`src/design/isr_pkg.sv`:
```
// Constants and types shared by the instrument status reporting block
// How it works
// RULE1 - Op-done command sets bit 0 when idle
// RULE2 - Event bit 1 always reads zero
// RULE3 - Errors -499..-400 set bit 2
// RULE4 - Errors -399..-300 or 1..32767 set bit 3
// RULE5 - Errors -299..-200 set bit 4
// RULE6 - Errors -199..-100 set bit 5
// RULE7 - Local key sets bit 6, even locked out
// RULE8 - Power cycle sets bit 7
// RULE9 - Query returns event bits as binary sum
// RULE10 - Summary bit 5 from enabled standard events
// RULE11 - Live bits 0,1,3: calibrate, settle, sweep
// RULE12 - Live bits 4,5: error test, trigger wait
// RULE13 - Live bits 9,11: zero cal, pre-sweep calc
// RULE14 - Live bit 10 follows baseband summary
// RULE15 - Live bits 2,6-8,12-15 read zero
// RULE16 - Live register read-only, tracks inputs
// RULE17 - Filtered edges set operation event bits
// RULE18 - Operation events latch, clear on read
// RULE19 - Summary bit 7 from enabled operation events
// RULE20 - Host writes masks as one value
// RULE21 - Standard events hold until read or clear
// RULE22 - Summary is OR of event AND enable
// RULE23 - Mask queries return last written value
// RULE24 - New event wins over clearing read
package isr_pkg;
   // Register selectors for the command port
   localparam logic [2:0] SEL_STD_FLAGS = 3'h0;
   localparam logic [2:0] SEL_STD_MASK = 3'h1;
   localparam logic [2:0] SEL_OP_LIVE = 3'h2;
   localparam logic [2:0] SEL_OP_FALL = 3'h3;
   localparam logic [2:0] SEL_OP_RISE = 3'h4;
   localparam logic [2:0] SEL_OP_EVENTS = 3'h5;
   localparam logic [2:0] SEL_OP_MASK = 3'h6;
   // Standard event bit positions
   localparam int BIT_OP_DONE = 0;
   localparam int BIT_REQ_CTRL = 1;
   localparam int BIT_QUERY_ERR = 2;
   localparam int BIT_DEVICE_ERR = 3;
   localparam int BIT_EXEC_ERR = 4;
   localparam int BIT_CMD_ERR = 5;
   localparam int BIT_LOCAL_KEY = 6;
   localparam int BIT_POWER_ON = 7;
   // Operation live-state bit positions
   localparam int OP_IQ_CAL = 0;
   localparam int OP_SETTLING = 1;
   localparam int OP_SWEEPING = 3;
   localparam int OP_MEASURING = 4;
   localparam int OP_WAIT_TRIG = 5;
   localparam int OP_ZERO_CAL = 9;
   localparam int OP_BASEBAND = 10;
   localparam int OP_SWEEP_CALC = 11;
   // Reset values
   localparam logic [7:0] STD_FLAGS_RST = 8'h80;
   localparam logic [7:0] STD_MASK_RST = 8'h00;
   localparam logic [15:0] OP_MASK_RST = 16'h0000;
   localparam logic [15:0] OP_RISE_RST = 16'h7fff;
   localparam logic [15:0] OP_FALL_RST = 16'h0000;
   // Error code range limits
   localparam logic signed [15:0] ERR_QUERY_LO = 16'shfe0d; // Minus 499
   localparam logic signed [15:0] ERR_QUERY_HI = 16'shfe70; // Minus 400
   localparam logic signed [15:0] ERR_DEV_LO = 16'shfe71; // Minus 399
   localparam logic signed [15:0] ERR_DEV_HI = 16'shfed4; // Minus 300
   localparam logic signed [15:0] ERR_EXEC_LO = 16'shfed5; // Minus 299
   localparam logic signed [15:0] ERR_EXEC_HI = 16'shff38; // Minus 200
   localparam logic signed [15:0] ERR_CMD_LO = 16'shff39; // Minus 199
   localparam logic signed [15:0] ERR_CMD_HI = 16'shff9c; // Minus 100
   localparam logic signed [15:0] ERR_POS_LO = 16'sh0001; // Lowest positive code
   // Op-done tracking states
   typedef enum logic [0:0] {OPC_IDLE, OPC_ARMED} isr_opc_type;
endpackage : isr_pkg

```
`src/design/isr_error_class.sv`:
```
// Error code classifier mapping a logged code onto standard event bits
`timescale 1ns/100ps
module isr_error_class
   import isr_pkg::*;
(
   input wire logic signed [15:0] errCode,
   input wire logic errValid,
   output logic [7:0] errBits
);
   // In-range test used for each negative band
   function automatic logic inBand(input logic signed [15:0] c,
                                   input logic signed [15:0] lo,
                                   input logic signed [15:0] hi);
      inBand = (c >= lo) && (c <= hi);
   endfunction : inBand

   // Classify a logged code into one event bit
   always_comb
   begin
      errBits = 8'h00;
      if (errValid)
      begin
         errBits[BIT_QUERY_ERR] = inBand(errCode, ERR_QUERY_LO, ERR_QUERY_HI); // see RULE3
         errBits[BIT_DEVICE_ERR] = inBand(errCode, ERR_DEV_LO, ERR_DEV_HI)
            || (errCode >= ERR_POS_LO); // see RULE4
         errBits[BIT_EXEC_ERR] = inBand(errCode, ERR_EXEC_LO, ERR_EXEC_HI); // see RULE5
         errBits[BIT_CMD_ERR] = inBand(errCode, ERR_CMD_LO, ERR_CMD_HI); // see RULE6
      end
   end
endmodule : isr_error_class

```
`src/design/isr_status_regs.sv`:
```
// Standard event and operation status register groups with summary bits
`timescale 1ns/100ps
module isr_status_regs
   import isr_pkg::*;
(
   input wire logic clk_sys,
   input wire logic srst,
   // Host command port
   input wire logic cmdWrite,
   input wire logic cmdRead,
   input wire logic [2:0] cmdSel,
   input wire logic [15:0] cmdWdata,
   input wire logic clearStatusCmd,
   input wire logic opDoneCmd,
   output logic [15:0] readData,
   output logic readValid,
   // Device events
   input wire logic opsPending,
   input wire logic errLogged,
   input wire logic signed [15:0] errCode,
   input wire logic localKeyPin,
   input wire logic powerCycled,
   // Live status inputs
   input wire logic iqCalBusy,
   input wire logic settlingBusy,
   input wire logic sweepBusy,
   input wire logic bitErrTestBusy,
   input wire logic waitTrigger,
   input wire logic dcModulationZeroCal,
   input wire logic basebandSummary,
   input wire logic sweepCalcBusy,
   // Summary outputs to the status byte
   output logic stdSummary,
   output logic opSummary
);
   import isr_pkg::*;

   // All state of the block
   typedef struct packed {
      logic [1:0] keySync;       // Two-stage synchroniser of the local key pin
      logic keyPrev;             // Previous synchronised key level
      logic [7:0] stdFlags;      // Latched standard events
      logic [7:0] stdMask;       // Standard event enable mask
      logic [15:0] opLive;       // Registered live condition
      logic [15:0] opFall;       // Falling-edge filter
      logic [15:0] opRise;       // Rising-edge filter
      logic [15:0] opEvents;     // Latched operation events
      logic [15:0] opMask;       // Operation enable mask
      isr_opc_type opcState;     // Op-done tracking
      logic [15:0] rdData;       // Read answer
      logic rdValid;             // Read answer strobe
      logic stdSum;              // Summary bit 5
      logic opSum;               // Summary bit 7
   } isr_state_type;

   isr_state_type state_reg;
   isr_state_type state_next;
   logic [7:0] errBits;          // Error class bits for this cycle
   logic [15:0] liveNow;         // Live condition assembled from inputs
   logic [7:0] stdSet;           // Standard events arriving this cycle
   logic [15:0] opSet;           // Operation events arriving this cycle
   logic [7:0] stdAfter;         // Standard flags after set and clear
   logic [15:0] opAfter;         // Operation events after set and clear
   logic keyPress;               // Synchronised rising edge of the key

   // Error code classifier
   isr_error_class u_err
   (
      .errCode(errCode),
      .errValid(errLogged),
      .errBits(errBits)
   );

   // Any enabled event drives a summary bit
   function automatic logic summaryOf(input logic [15:0] ev, input logic [15:0] en);
      summaryOf = |(ev & en); // see RULE22
   endfunction : summaryOf

   // Assemble live condition; unused bits stay zero
   always_comb
   begin
      liveNow = 16'h0000; // see RULE15
      liveNow[OP_IQ_CAL] = iqCalBusy; // see RULE11
      liveNow[OP_SETTLING] = settlingBusy; // see RULE11
      liveNow[OP_SWEEPING] = sweepBusy; // see RULE11
      liveNow[OP_MEASURING] = bitErrTestBusy; // see RULE12
      liveNow[OP_WAIT_TRIG] = waitTrigger; // see RULE12
      liveNow[OP_ZERO_CAL] = dcModulationZeroCal; // see RULE13
      liveNow[OP_BASEBAND] = basebandSummary; // see RULE14
      liveNow[OP_SWEEP_CALC] = sweepCalcBusy; // see RULE13
   end

   // Next-state logic
   always_comb
   begin
      state_next = state_reg;
      keyPress = state_reg.keySync[1] && !state_reg.keyPrev;
      state_next.keySync = {state_reg.keySync[0], localKeyPin};
      state_next.keyPrev = state_reg.keySync[1];
      // Standard events arriving now
      stdSet = errBits;
      stdSet[BIT_LOCAL_KEY] = keyPress; // see RULE7
      stdSet[BIT_POWER_ON] = powerCycled; // see RULE8
      stdSet[BIT_OP_DONE] = 1'b0;
      // Op-done waits for pending operations to drain
      case (state_reg.opcState)
         OPC_IDLE:
         begin
            if (opDoneCmd)
            begin
               if (!opsPending)
               begin
                  stdSet[BIT_OP_DONE] = 1'b1; // see RULE1
               end
               else
               begin
                  state_next.opcState = OPC_ARMED;
               end
            end
         end
         OPC_ARMED:
         begin
            if (!opsPending)
            begin
               stdSet[BIT_OP_DONE] = 1'b1; // see RULE1
               state_next.opcState = OPC_IDLE;
            end
         end
         default:
         begin
            state_next.opcState = OPC_IDLE;
         end
      endcase
      if (clearStatusCmd)
      begin
         state_next.opcState = OPC_IDLE;
      end
      // Filtered transitions of live condition
      opSet = (liveNow & ~state_reg.opLive & state_reg.opRise)
            | (~liveNow & state_reg.opLive & state_reg.opFall); // see RULE17
      state_next.opLive = liveNow; // see RULE16
      // Clear on read or clear-status, then set wins
      stdAfter = state_reg.stdFlags;
      if (clearStatusCmd || (cmdRead && cmdSel == SEL_STD_FLAGS))
      begin
         stdAfter = 8'h00; // see RULE21
      end
      stdAfter = stdAfter | stdSet; // see RULE24
      stdAfter[BIT_REQ_CTRL] = 1'b0; // see RULE2
      state_next.stdFlags = stdAfter;
      opAfter = state_reg.opEvents;
      if (clearStatusCmd || (cmdRead && cmdSel == SEL_OP_EVENTS))
      begin
         opAfter = 16'h0000; // see RULE18
      end
      opAfter = opAfter | opSet; // see RULE24
      state_next.opEvents = opAfter; // see RULE18
      // Mask writes; live and event registers ignore writes
      if (cmdWrite)
      begin
         case (cmdSel)
            SEL_STD_MASK: state_next.stdMask = cmdWdata[7:0]; // see RULE23
            SEL_OP_FALL: state_next.opFall = cmdWdata; // see RULE23
            SEL_OP_RISE: state_next.opRise = cmdWdata; // see RULE23
            SEL_OP_MASK: state_next.opMask = cmdWdata; // see RULE23
            default: state_next.opMask = state_reg.opMask;
         endcase
      end
      // Read answer, one cycle after the request
      state_next.rdValid = cmdRead;
      state_next.rdData = state_reg.rdData;
      if (cmdRead)
      begin
         case (cmdSel)
            SEL_STD_FLAGS: state_next.rdData = {8'h00, state_reg.stdFlags}; // see RULE9
            SEL_STD_MASK: state_next.rdData = {8'h00, state_reg.stdMask};
            SEL_OP_LIVE: state_next.rdData = state_reg.opLive; // see RULE16
            SEL_OP_FALL: state_next.rdData = state_reg.opFall;
            SEL_OP_RISE: state_next.rdData = state_reg.opRise;
            SEL_OP_EVENTS: state_next.rdData = state_reg.opEvents;
            SEL_OP_MASK: state_next.rdData = state_reg.opMask;
            default: state_next.rdData = 16'h0000;
         endcase
      end
      // Summaries from the latched events and masks
      state_next.stdSum = summaryOf({8'h00, stdAfter}, {8'h00, state_next.stdMask}); // see RULE10
      state_next.opSum = summaryOf(opAfter, state_next.opMask); // see RULE19
   end

   // State register
   always_ff @(posedge clk_sys)
   begin
      if (srst)
      begin
         state_reg <= '{keySync: 2'b00, keyPrev: 1'b0, stdFlags: STD_FLAGS_RST,
                        stdMask: STD_MASK_RST, opLive: 16'h0000, opFall: OP_FALL_RST,
                        opRise: OP_RISE_RST, opEvents: 16'h0000, opMask: OP_MASK_RST,
                        opcState: OPC_IDLE, rdData: 16'h0000, rdValid: 1'b0,
                        stdSum: 1'b0, opSum: 1'b0};
      end
      else
      begin
         state_reg <= state_next;
      end
   end

   assign readData = state_reg.rdData;
   assign readValid = state_reg.rdValid;
   assign stdSummary = state_reg.stdSum;
   assign opSummary = state_reg.opSum;
endmodule : isr_status_regs

```
`config.mk`:
```
export PLATFORM = sky130hd
export DESIGN_NAME = isr_status_regs
export DESIGN_NICKNAME = d
export VERILOG_FILES = /design/src/design/isr_pkg.sv /design/src/design/isr_error_class.sv /design/src/design/isr_status_regs.sv
export SDC_FILE = /design/constraint.sdc
export NUM_CORES = 1
export LEC_CHECK = 0
export BUFFER_PORTS_ARGS = -buffer_cell sky130_fd_sc_hd__buf_4
export CAP_MARGIN = 10
export CORE_MARGIN = 4
export CORE_UTILIZATION = 57
export DETAILED_ROUTE_END_ITERATION = 7
export PLACE_DENSITY_LB_ADDON = 0.05
export SLEW_MARGIN = 20
export SYNTH_ARGS = -nofsm -noshare
export SYNTH_HDL_FRONTEND = slang
export SYNTH_SLANG_ARGS = --single-unit
```
`constraint.sdc`:
```
create_clock -name clk_sys -period 3.3 [get_ports clk_sys]
set_clock_uncertainty 0.1 [all_clocks]
set_input_delay 0.99 -clock clk_sys [delete_from_list [all_inputs] [get_ports clk_sys]]
set_output_delay 0.99 -clock clk_sys [all_outputs]
set_load 0.01 [all_outputs]
```
==> results of run 1 <==
==> power groups by stage <==
stage,clock network [uW],registers (uW),logic (uW)
finish,746,1400,338
CTS,752,1400,335
global route,806,1410,370
floorplan,0,1420,199
detailed placement,0,1430,334
global placement,0,1430,328
==> final cells by class <==
class,instances,area [um2],area share
Inverter,13,48.8,0.00852
Clock inverter,6,45.0,0.00787
Tap cell,105,131,0.0229
Clock buffer,9,124,0.0216
Sequential cell,110,2200,0.385
Multi-Input combinational cell,409,2460,0.430
Timing Repair Buffer,95,713,0.125
==> stage by stage <==
step / area, um2 / hold slack (ns) / util
finish: 5730 / 0.347 / 0.683
detailed placement: 5560 / 0.329 / 0.663
floorplan: 4990 / 0.314 / -
CTS: 5730 / 0.353 / 0.683
global placement: 5560 / 0.320 / 0.663
global route: 5730 / 0.364 / 0.683
==> worst min-delay path by stage <==
stage,start,endpoint,cells after the start
after floorplan,state_next[118],state_next[116],1
after global routing,state_next[118],state_next[116],1
after global placement,state_next[118],state_next[116],1
after detailed placement,state_next[118],state_next[116],1
final,state_next[118],state_next[116],1
after CTS,state_next[118],state_next[116],1
==> layer usage <==
layer	vias up	global-route usage	wire (um)
met5	-	0	0
met1	2075	0.372	5990
met2	181	0.418	5990
met3	28	0.0379	962
li1	2125	-	-
met4	0	0.105	365
==> worst register-to-register path, stage by stage (launching register included) <==
cell and delay (ns):
dfxtp_1 0.38, nand3b_1 0.11, o21ai_0 0.11, a21oi_1 0.18, o22ai_1 0.10, nor4_1 0.45
o2bb2ai_1 0.14
==> placed cells by master (no fill, tap or decap), types with 4 or more instances in the layout <==
cell type / Yosys / layout
a211oi_1: 4 / 4
a21oi_1: 41 / 41
a221oi_1: 10 / 10
a22oi_1: 4 / 4
and2_1: 10 / 10
buf_4: 16 / 95
clkbuf_8: 0 / 9
dfxtp_1: 110 / 110
inv_1: 12 / 12
mux2_2: 5 / 5
mux2i_1: 40 / 40
mux4_2: 4 / 4
nand2_1: 93 / 93
nand3_1: 7 / 7
nand3b_1: 24 / 24
nor2_1: 67 / 67
nor2b_1: 18 / 18
nor3_1: 9 / 9
nor4_1: 5 / 5
o211ai_1: 8 / 8
o21ai_0: 16 / 16
o22ai_1: 9 / 9
==> logic make-up (layout without fill, tap and decap cells) <==
| logic type | after synthesis | in the layout |
|---|---|---|
| multiplexers | 49 | 49 |
| flip-flops | 110 | 110 |
| AO/OA/AOI/OAI | 112 | 112 |
| AND/OR/NAND/NOR | 248 | 248 |
| buffers and inverters | 65 | 123 |
==> reports/results.ini, run 1 <==
[placed_design]
gp_congestion=0.897
dp_hpwl_um=9680
dp_cells=732
pre_cts_ws_ns=0.267
io_buffer_count=71

[setup_path]
ff2ff_path_depth=6
crit_path_cell_trace=buf_4 > nor2b_4 > nand3_4 > mux2i_1 > o22ai_1 > or4_1 > o2bb2ai_1
critical-path-max-stage-delay_ns=0.52
cp-startpoint=cmdSel[1]
r2r_slack_ns=1.62
cp_num_cells=7
crit_path_end=opSummary
worstSetupStartpointType=input port
worstSetupPathType=in -> reg
crit_slowest_cell=or4_1
critPathMaxFanout=19
crit_family=simple AND/OR/NAND/NOR gates
cp.buffers_inverters=1
worstPathRequired_ns=3.45
rr_startpoint=state_reg[84]
end_kind=flop
r2r_end=opSummary
arrival_ns=2.79

[logic_synthesis]
synth_flop_cell=dfxtp_1
synthCells=584
synth_edf_count=0
synth-xor-area-share=0
synthesis.nets=637
synth_adder_area_share=0
synth_simple_gate_area_frac=0.240
synth.distinct_cells=49
yosysSeqAreaShare=0.442
netlist_area_um2=4990
ys_warn_count=0
ys_top_cells_by_area=dfxtp_1 (44%), mux2i_1 (8.0%), nand2_1 (7.0%)
synth_top_area_cell=dfxtp_1
synthArstFlopShare=0
synth.area.mux_share=0.110
synth_top_family_by_area=simple AND/OR/NAND/NOR gates
ys_top_cells_by_count=dfxtp_1 (110), nand2_1 (93), nor2_1 (67)
postSynthAreaPerCell_um2=8.54
yosysMostFrequentCell=dfxtp_1
netlist.area_leader.share=0.442
ys_ff_latch=110
synth_compound_area_frac=0.144

[pwr]
power_density_nw_per_um2=434
seq_power_share=0.564
ir_drop_v=0.000249
p_switching_uw=682
switching_share=0.274
p_clk_frac=0.300
p_leak_uw=0.00238
internal-power_uw=1800
comb_power_share=0.136
power.total_uw=2480

[cts]
cts_tree=yes
clock_path_buffers=2
cts_setup_buffers=0
path_clk_slew_ns=0.10
cts_hold_buffers=0
htreeDepth=3
clock_sinks=110
cts-root-buf=clkbuf_8
cts-resized-gates=0
clkLatencyLatePin_ns=0.37
cts_made_buffers=9

[flow_run]
cap_viol_max_count=0

[timing]
fin_crit_sh=0.801
rsz0062_at_grt=false
setup_slack_ns=0.657
worstMarginPinSlew_ns=0.639
finalCriticalPeriod_ns=2.64
tns_ns=0
fmax_mhz=378
finalHoldViolCount=0
maxSlewViolCount=0
slew_headroom=0.573
setup_violations=0

[finish]
final_cells=747
fill_cells=722
drive_gt1_frac=0.190
syn_to_final_growth_pct=14.8
largest_reg_flops=89
antenna_cells=0
fin_nets=691

[grt]
grt_overflow_total=0
grt_pass1_vias=4136
grt_max_degree=42
grt_first_pass_wirelength_um=21400
globalRouteTotalUtil=0.267
antenna_found_initial=0

[die]
die_h_um=102
die_area_um2=10300
initial_core_util=0.595
design.core.area_um2=8380
ios=72
die-width_um=102
rows=33

[detailed_routing]
drc=0
routed_via_density=5.90
routedWlPerCell_um=17.8
vias=4409
drtAntennaViolNets=0
dr.pass1.iters=6
routed_wl_um=13300
drt_iter0_drc=350

[worst_hold_path]
hp-class=reg -> reg

[run_status]
status=completed

(Power assumes the default switching activity.)
==> run 2, diff against run 1 <==
==> constraint.sdc (replaced) <==
create_clock -name clk_sys -period 2.8 [get_ports clk_sys]
set_clock_uncertainty 0.1 [all_clocks]
set_input_delay 0.84 -clock clk_sys [delete_from_list [all_inputs] [get_ports clk_sys]]
set_output_delay 0.84 -clock clk_sys [all_outputs]
set_load 0.01 [all_outputs]
==> run 2 against run 1 <==
  * Hold slack worse by 0.0045 ns
  * Combinational power up 19%
  * Setup slack lost 0.18 ns
  * Wire length fell by 1.8%
  * Final cell count increased by 0.67%
  * Via count barely moved
  * Non-clock buffer count up 6
  * First-iteration DRC count fell by 11%
  * Sequential share of layout area down 0.88 points
  * Critical path depth did not move
  * Clock-buffer cell count up 1
==> reports/results.ini, run 2 (same netlist as run 1, synthesis figures left out) <==
[detailed_routing]
wl_met1_um=5760  ; was 5990 um
routed_via_density=5.86  ; was 5.90
vias=4407  ; was 4409
drt_iter0_drc=313  ; was 350
drc=0  ; unchanged
dr_wl_met3_um=1160  ; was 962 um
routedWlPerCell_um=17.4  ; was 17.8 um
drtAntennaViolNets=0  ; unchanged
met2_wirelength_um=5940  ; was 5990 um
top_layer=met4  ; unchanged
dr.pass1.iters=5  ; was 6
routed_wl_um=13100  ; was 13300 um

[setup_path]
cp.buffers_inverters=1  ; unchanged
arrival_ns=2.46  ; was 2.79 ns
cp-startpoint=cmdSel[2]  ; was cmdSel[1]
critical-path-max-stage-delay_ns=0.40  ; was 0.52 ns
worstPathRequired_ns=2.94  ; was 3.45 ns
crit_family=compound AO/OA/AOI/OAI gates  ; was simple AND/OR/NAND/NOR gates
crit_path_cell_trace=buf_4 > nor2b_1 > a31oi_2 > a21oi_1 > o22ai_1 > nor4_1 > o2bb2ai_1  ; was buf_4 > nor2b_4 > nand3_4 > mux2i_1 > o22ai_1 > or4_1 > o2bb2ai_1
rr_startpoint=state_reg[89]  ; was state_reg[84]
worstSetupStartpointType=input port  ; unchanged
critPathMaxFanout=12  ; was 19
crit_slowest_cell=nor4_1  ; was or4_1
end_kind=flop  ; unchanged
worstSetupPathType=in -> reg  ; unchanged

[cts]
cts-root-buf=clkbuf_8  ; unchanged
cts_setup_buffers=0  ; unchanged
cts_tree=yes  ; unchanged
clock_sinks=110  ; unchanged
cts_made_buffers=9  ; unchanged
cts_hold_buffers=0  ; unchanged
htreeDepth=3  ; unchanged
path_clk_slew_ns=0.09  ; was 0.10 ns
clock_path_buffers=2  ; unchanged
cts-resized-gates=0  ; unchanged
clkLatencyLatePin_ns=0.36  ; was 0.37 ns

[finish]
layout_commonest_cell=dfxtp_1  ; unchanged
antenna_cells=0  ; unchanged
syn_to_final_growth_pct=17.5  ; was 14.8%
multi_input_area_um2=2460  ; unchanged
final_cell_mix=dfxtp_1 (110), buf_4 (101), nand2_1 (93)  ; was dfxtp_1 (110), buf_4 (95), nand2_1 (93)
fin_nets=697  ; was 691
regArea_um2=2200  ; unchanged
largest_reg_flops=89  ; unchanged
fill_cells=677  ; was 722
drive_gt1_frac=0.196  ; was 0.190

[pwr]
ir_drop_v=0.000303  ; was 0.000249 V
p_switching_uw=756  ; was 682 uW
switching_share=0.232  ; was 0.274
p_leak_uw=0.00245  ; was 0.00238 uW
p_clk_frac=0.370  ; was 0.300
power.total_uw=3260  ; was 2480 uW
seq_power_share=0.507  ; was 0.564
power_density_nw_per_um2=556  ; was 434 nW/um2
comb_power_share=0.123  ; was 0.136
internal-power_uw=2500  ; was 1800 uW

[die]
die-width_um=102  ; unchanged
die_area_um2=10300  ; unchanged
die_h_um=102  ; unchanged
initial_core_util=0.595  ; unchanged
design.core.area_um2=8380  ; unchanged
rows=33  ; unchanged
ios=72  ; unchanged

[worst_hold_path]
worstHoldStart=state_next[118]  ; unchanged
hp-class=reg -> reg  ; unchanged

[grt]
globalRouteTotalUtil=0.260  ; was 0.267
grt_max_degree=36  ; was 42
antenna_found_initial=0  ; unchanged
grt_overflow_total=0  ; unchanged
grt_pass1_vias=4131  ; was 4136
grt_first_pass_wirelength_um=21100  ; was 21400 um

[flow_run]
cap_viol_max_count=0  ; unchanged

[placed_design]
io_buffer_count=71  ; unchanged
gp_congestion=0.895  ; was 0.897
dp_hpwl_um=9780  ; was 9680 um

[timing]
fmax_mhz=430
finalHoldViolCount=0  ; unchanged
tns_ns=0  ; unchanged
maxSlewViolCount=0  ; unchanged
worstMarginPinSlew_ns=0.549  ; was 0.639 ns
rsz0062_at_grt=false  ; unchanged
slew_headroom=0.634  ; was 0.573
finalCriticalPeriod_ns=2.32
fin_crit_sh=0.830
setup_violations=0  ; unchanged

[run_status]
status=completed  ; unchanged

## run 2: changes by cell type in the layout (fill, tap and decap cells not counted), sizes merged
cell and change:
clkbuf +1, inv -3, buf +6, clkinv -3, bufinv +4
## run 2: final timing paths
path / cells after the start / end / slack, ns
worst min register to register: 1 / state_next[116] / 0.34
worst min-delay path: 1 / state_next[116] / 0.34
worst max-delay path: 7 / opSummary / 0.48
worst max register to register: 6 / opSummary / 1.15
## run 2: stage by stage
stage | area (um2) | setup WS, ns | instances | util | hold slack (ns)
6_report | 5860 | 0.476 | 752 | 0.699 | 0.342
5_1_grt | 5860 | 0.340 | 752 | 0.699 | 0.372
4_1_cts | 5860 | 0.472 | 752 | 0.699 | 0.345
3_5_place_dp | 5600 | 0.0913 | 738 | 0.668 | 0.325
3_3_place_gp | 5600 | 0.170 | 738 | 0.668 | 0.321
2_1_floorplan | 4990 | 0.238 | 584 | - | 0.314
## run 2: layout make-up
class / instances / area share
Clock buffer: 10 / 0.0235
Clock inverter: 4 / 0.0205
Inverter: 13 / 0.00833
Multi-Input combinational cell: 409 / 0.420
Sequential cell: 110 / 0.376
Tap cell: 105 / 0.0224
Timing Repair Buffer: 101 / 0.129
## run 2: worst reg2reg max path, delay by kind of cell (launching register included)
family           cells  cell delay, ns
AO/OA/AOI/OAI        4            0.55
flip-flops           1            0.37
AND/OR/NAND/NOR      2            0.51
## run 2: power by group through the flow
| stage | Sequential (uW) | Combinational [uW] | Clock [uW] |
|---|---|---|---|
| final | 1650 | 401 | 1200 |
| after CTS | 1650 | 398 | 1220 |
| after floorplan | 1680 | 234 | 0 |
| after detailed placement | 1690 | 396 | 0 |
| after global placement | 1680 | 390 | 0 |
| after global routing | 1660 | 438 | 1280 |
## run 2: routing by layer
layer  vias up  global-route usage
met5         -                   0
met2       198               0.401
met4         0              0.0869
met1      2058               0.369
li1       2133                   -
met3        18              0.0455
==> run 3, diff against run 2 <==
--- a/config.mk
+++ b/config.mk
@@ -5,10 +5,11 @@
 export SDC_FILE = /design/constraint.sdc
 export NUM_CORES = 1
 export LEC_CHECK = 0
+export ABC_AREA = 1
 export BUFFER_PORTS_ARGS = -buffer_cell sky130_fd_sc_hd__buf_4
 export CAP_MARGIN = 10
 export CORE_MARGIN = 4
-export CORE_UTILIZATION = 57
+export CORE_UTILIZATION = 52
 export DETAILED_ROUTE_END_ITERATION = 7
 export PLACE_DENSITY_LB_ADDON = 0.05
 export SLEW_MARGIN = 20
==> constraint.sdc (replaced) <==
create_clock -name clk_sys -period 2.1 [get_ports clk_sys]
set_clock_uncertainty 0.1 [all_clocks]
set_input_delay 0.63 -clock clk_sys [delete_from_list [all_inputs] [get_ports clk_sys]]
set_output_delay 0.63 -clock clk_sys [all_outputs]
set_load 0.01 [all_outputs]
==> run 3 against run 2 <==
  * Clock power hardly changed
  * Synthesized area is 5.5% higher
  * Sequential power is 33% higher
  * Critical path type unchanged
==> reports/results.ini, run 3 <==
[setup_path]
crit_slowest_cell=inv_1  ; was nor4_1
arrival_ns=2.12  ; was 2.46 ns
worstPathRequired_ns=2.27  ; was 2.94 ns
r2r_slack_ns=0.70  ; was 1.15 ns
r2r_end=opSummary  ; unchanged
end_kind=flop  ; unchanged
worstSetupStartpointType=input port  ; unchanged
crit_family=simple AND/OR/NAND/NOR gates  ; was compound AO/OA/AOI/OAI gates
critPathMaxFanout=9  ; was 12
cp.buffers_inverters=2  ; was 1
ff2ff_path_depth=10  ; was 6
critical-path-max-stage-delay_ns=0.34  ; was 0.40 ns
cp_common_cell=nand2_1
crit_path_cell_trace=buf_4 > nor2_2 > nand3_1 > inv_1 > nand2_1 > o21a_1 > nand2_1 > nand4_1 > nand2_1 > nand2_1  ; was buf_4 > nor2b_1 > a31oi_2 > a21oi_1 > o22ai_1 > nor4_1 > o2bb2ai_1
worstSetupPathType=in -> reg  ; unchanged
rr_startpoint=state_reg[79]  ; was state_reg[89]

[logic_synthesis]
synth.distinct_cells=39  ; was 49
synth_edf_count=0  ; unchanged
synth_top_area_cell=dfxtp_1  ; unchanged
netlist_area_um2=5260  ; was 4990 um2
postSynthAreaPerCell_um2=6.80  ; was 8.54 um2
synth_flop_cell=dfxtp_1  ; unchanged
ys_top_cells_by_area=dfxtp_1 (42%), nand2_1 (13%), inv_1 (8.7%)  ; was dfxtp_1 (44%), mux2i_1 (8.0%), nand2_1 (7.0%)
synthesis.nets=827  ; was 637
synthArstFlopShare=0  ; unchanged
yosysMostFrequentCell=nand2_1  ; was dfxtp_1
netlist.area_leader.share=0.419  ; was 0.442
ys_ff_latch=110  ; unchanged
yosysSeqAreaShare=0.419  ; was 0.442
ys_top_cells_by_count=nand2_1 (182), inv_1 (122), dfxtp_1 (110)  ; was dfxtp_1 (110), nand2_1 (93), nor2_1 (67)
ys_warn_count=0  ; unchanged
synthCells=774  ; was 584

[die]
rows=36  ; was 33
die_area_um2=11800  ; was 10300 um2
design.core.area_um2=9820  ; was 8380 um2
ios=72  ; unchanged
die-width_um=109  ; was 102 um
die_h_um=109  ; was 102 um
initial_core_util=0.536  ; was 0.595

[grt]
grt_first_pass_wirelength_um=22400  ; was 21100 um
grt_max_degree=48  ; was 36
grt_overflow_total=0  ; unchanged
grt_pass1_vias=4720  ; was 4131
antenna_found_initial=0  ; unchanged
globalRouteTotalUtil=0.244  ; was 0.260

[pwr]
ir_drop_v=0.000324  ; was 0.000303 V
p_leak_uw=0.00281  ; was 0.00245 uW
power_density_nw_per_um2=638  ; was 556 nW/um2

[finish]
final_cell_mix=nand2_1 (182), inv_1 (122), dfxtp_1 (110)  ; was dfxtp_1 (110), buf_4 (101), nand2_1 (93)
syn_to_final_growth_pct=17.4  ; was 17.5%
final_cells=983  ; was 752
regArea_um2=2200  ; unchanged
fill_cells=958  ; was 677
fin_nets=899  ; was 697
largest_reg_flops=89  ; unchanged
antenna_cells=0  ; unchanged
drive_gt1_frac=0.158  ; was 0.196
layout_commonest_cell=nand2_1  ; was dfxtp_1
multi_input_area_um2=2320  ; was 2460 um2

[cts]
cts_hold_buffers=0  ; unchanged
clkLatencyLatePin_ns=0.37  ; was 0.36 ns
cts-resized-gates=0  ; unchanged
cts-root-buf=clkbuf_8  ; unchanged
htreeDepth=3  ; unchanged
cts_made_buffers=9  ; unchanged
cts_setup_buffers=0  ; unchanged
cts_tree=yes  ; unchanged
clock_sinks=110  ; unchanged
path_clk_slew_ns=0.09  ; about the same
clock_path_buffers=2  ; unchanged

[timing]
slew_headroom=0.658  ; was 0.634
setup_slack_ns=0.148  ; was 0.476 ns
fmax_mhz=512
setup_violations=0  ; unchanged
finalHoldViolCount=0  ; unchanged
maxSlewViolCount=0  ; unchanged
worstMarginPinSlew_ns=0.513  ; was 0.549 ns
tns_ns=0  ; unchanged
fin_crit_sh=0.930
finalCriticalPeriod_ns=1.95
rsz0062_at_grt=false  ; unchanged

[detailed_routing]
vias=5123  ; was 4407
routed_via_density=5.21  ; was 5.86
drc=0  ; unchanged
drtAntennaViolNets=0  ; unchanged
routedWlPerCell_um=14.2  ; was 17.4 um
dr.pass1.iters=7  ; was 5
drt_iter0_drc=335  ; was 313
routed_wl_um=14000  ; was 13100 um

[worst_hold_path]
min_path_cells=2  ; was 1
hp-class=reg -> reg  ; unchanged
worstHoldStart=state_next[118]  ; unchanged
holdPathEnd=state_next[116]  ; unchanged

[placed_design]
dp_cells=968  ; was 738
io_buffer_count=71  ; unchanged
dp_hpwl_um=10600  ; was 9780 um
pre_cts_ws_ns=-0.188  ; was 0.0913 ns
gp_congestion=0.876  ; was 0.895

[flow_run]
cap_viol_max_count=0  ; unchanged

[run_status]
status=completed  ; unchanged

-- run 3: area by class of cell --
type,count,share of cell area
Clock inverter,3,0.00304
Tap cell,133,0.0270
Inverter,126,0.0774
Timing Repair Buffer,105,0.134
Clock buffer,12,0.0268
Multi-Input combinational cell,494,0.375
Sequential cell,110,0.357
-- run 3: worst max-delay path by stage --
stage	slack, ns	endpoint	from	cells past startpoint
6_report	0.15	stdSummary	cmdSel[1]	10
5_1_grt	0.04	stdSummary	cmdSel[1]	10
4_1_cts	0.21	stdSummary	cmdSel[1]	10
3_5_place_dp	-0.19	stdSummary	cmdSel[1]	10
3_3_place_gp	-0.17	stdSummary	cmdSel[1]	10
2_1_floorplan	0.23	opSummary	cmdSel[0]	14
-- run 3: kinds of logic after synthesis --
| kind of cell | synth area share |
|---|---|
| AOI/OAI and AO/OA | 0.178 |
| buffers and inverters | 0.141 |
| DFF | 0.419 |
| and+or+nand+nor | 0.262 |
-- run 3: worst register-to-register path, delay by kind of cell, from the launching register on --
family | cells | cell delay (ns)
AOI/OAI and AO/OA | 1 | 0.23
and+or+nand+nor | 8 | 0.52
buffers and inverters | 1 | 0.12
DFF | 1 | 0.32
-- run 3: routing by layer --
layer | up-vias | global-route usage | share of wire
li1 | 2586 | - | -
met1 | 2356 | 0.316 | 0.43
met2 | 154 | 0.406 | 0.48
met3 | 27 | 0.0466 | 0.068
met4 | 0 | 0.0848 | 0.023
met5 | - | 0 | 0
-- run 3: where the power goes --
group	internal, uW	switching, uW	total (uW)
logic	219	316	535
registers	2160	32.7	2190
clock network	522	693	1210
-- run 3: per-stage QoR --
stage	power (uW)	utilization	area [um2]	hold WS (ns)
3_5_place_dp	2770	0.610	5990	0.303
4_1_cts	3970	0.629	6170	0.313
5_1_grt	4130	0.629	6170	0.325
6_report	3940	0.629	6170	0.310
3_3_place_gp	2760	0.610	5990	0.305
2_1_floorplan	2530	-	5260	0.288
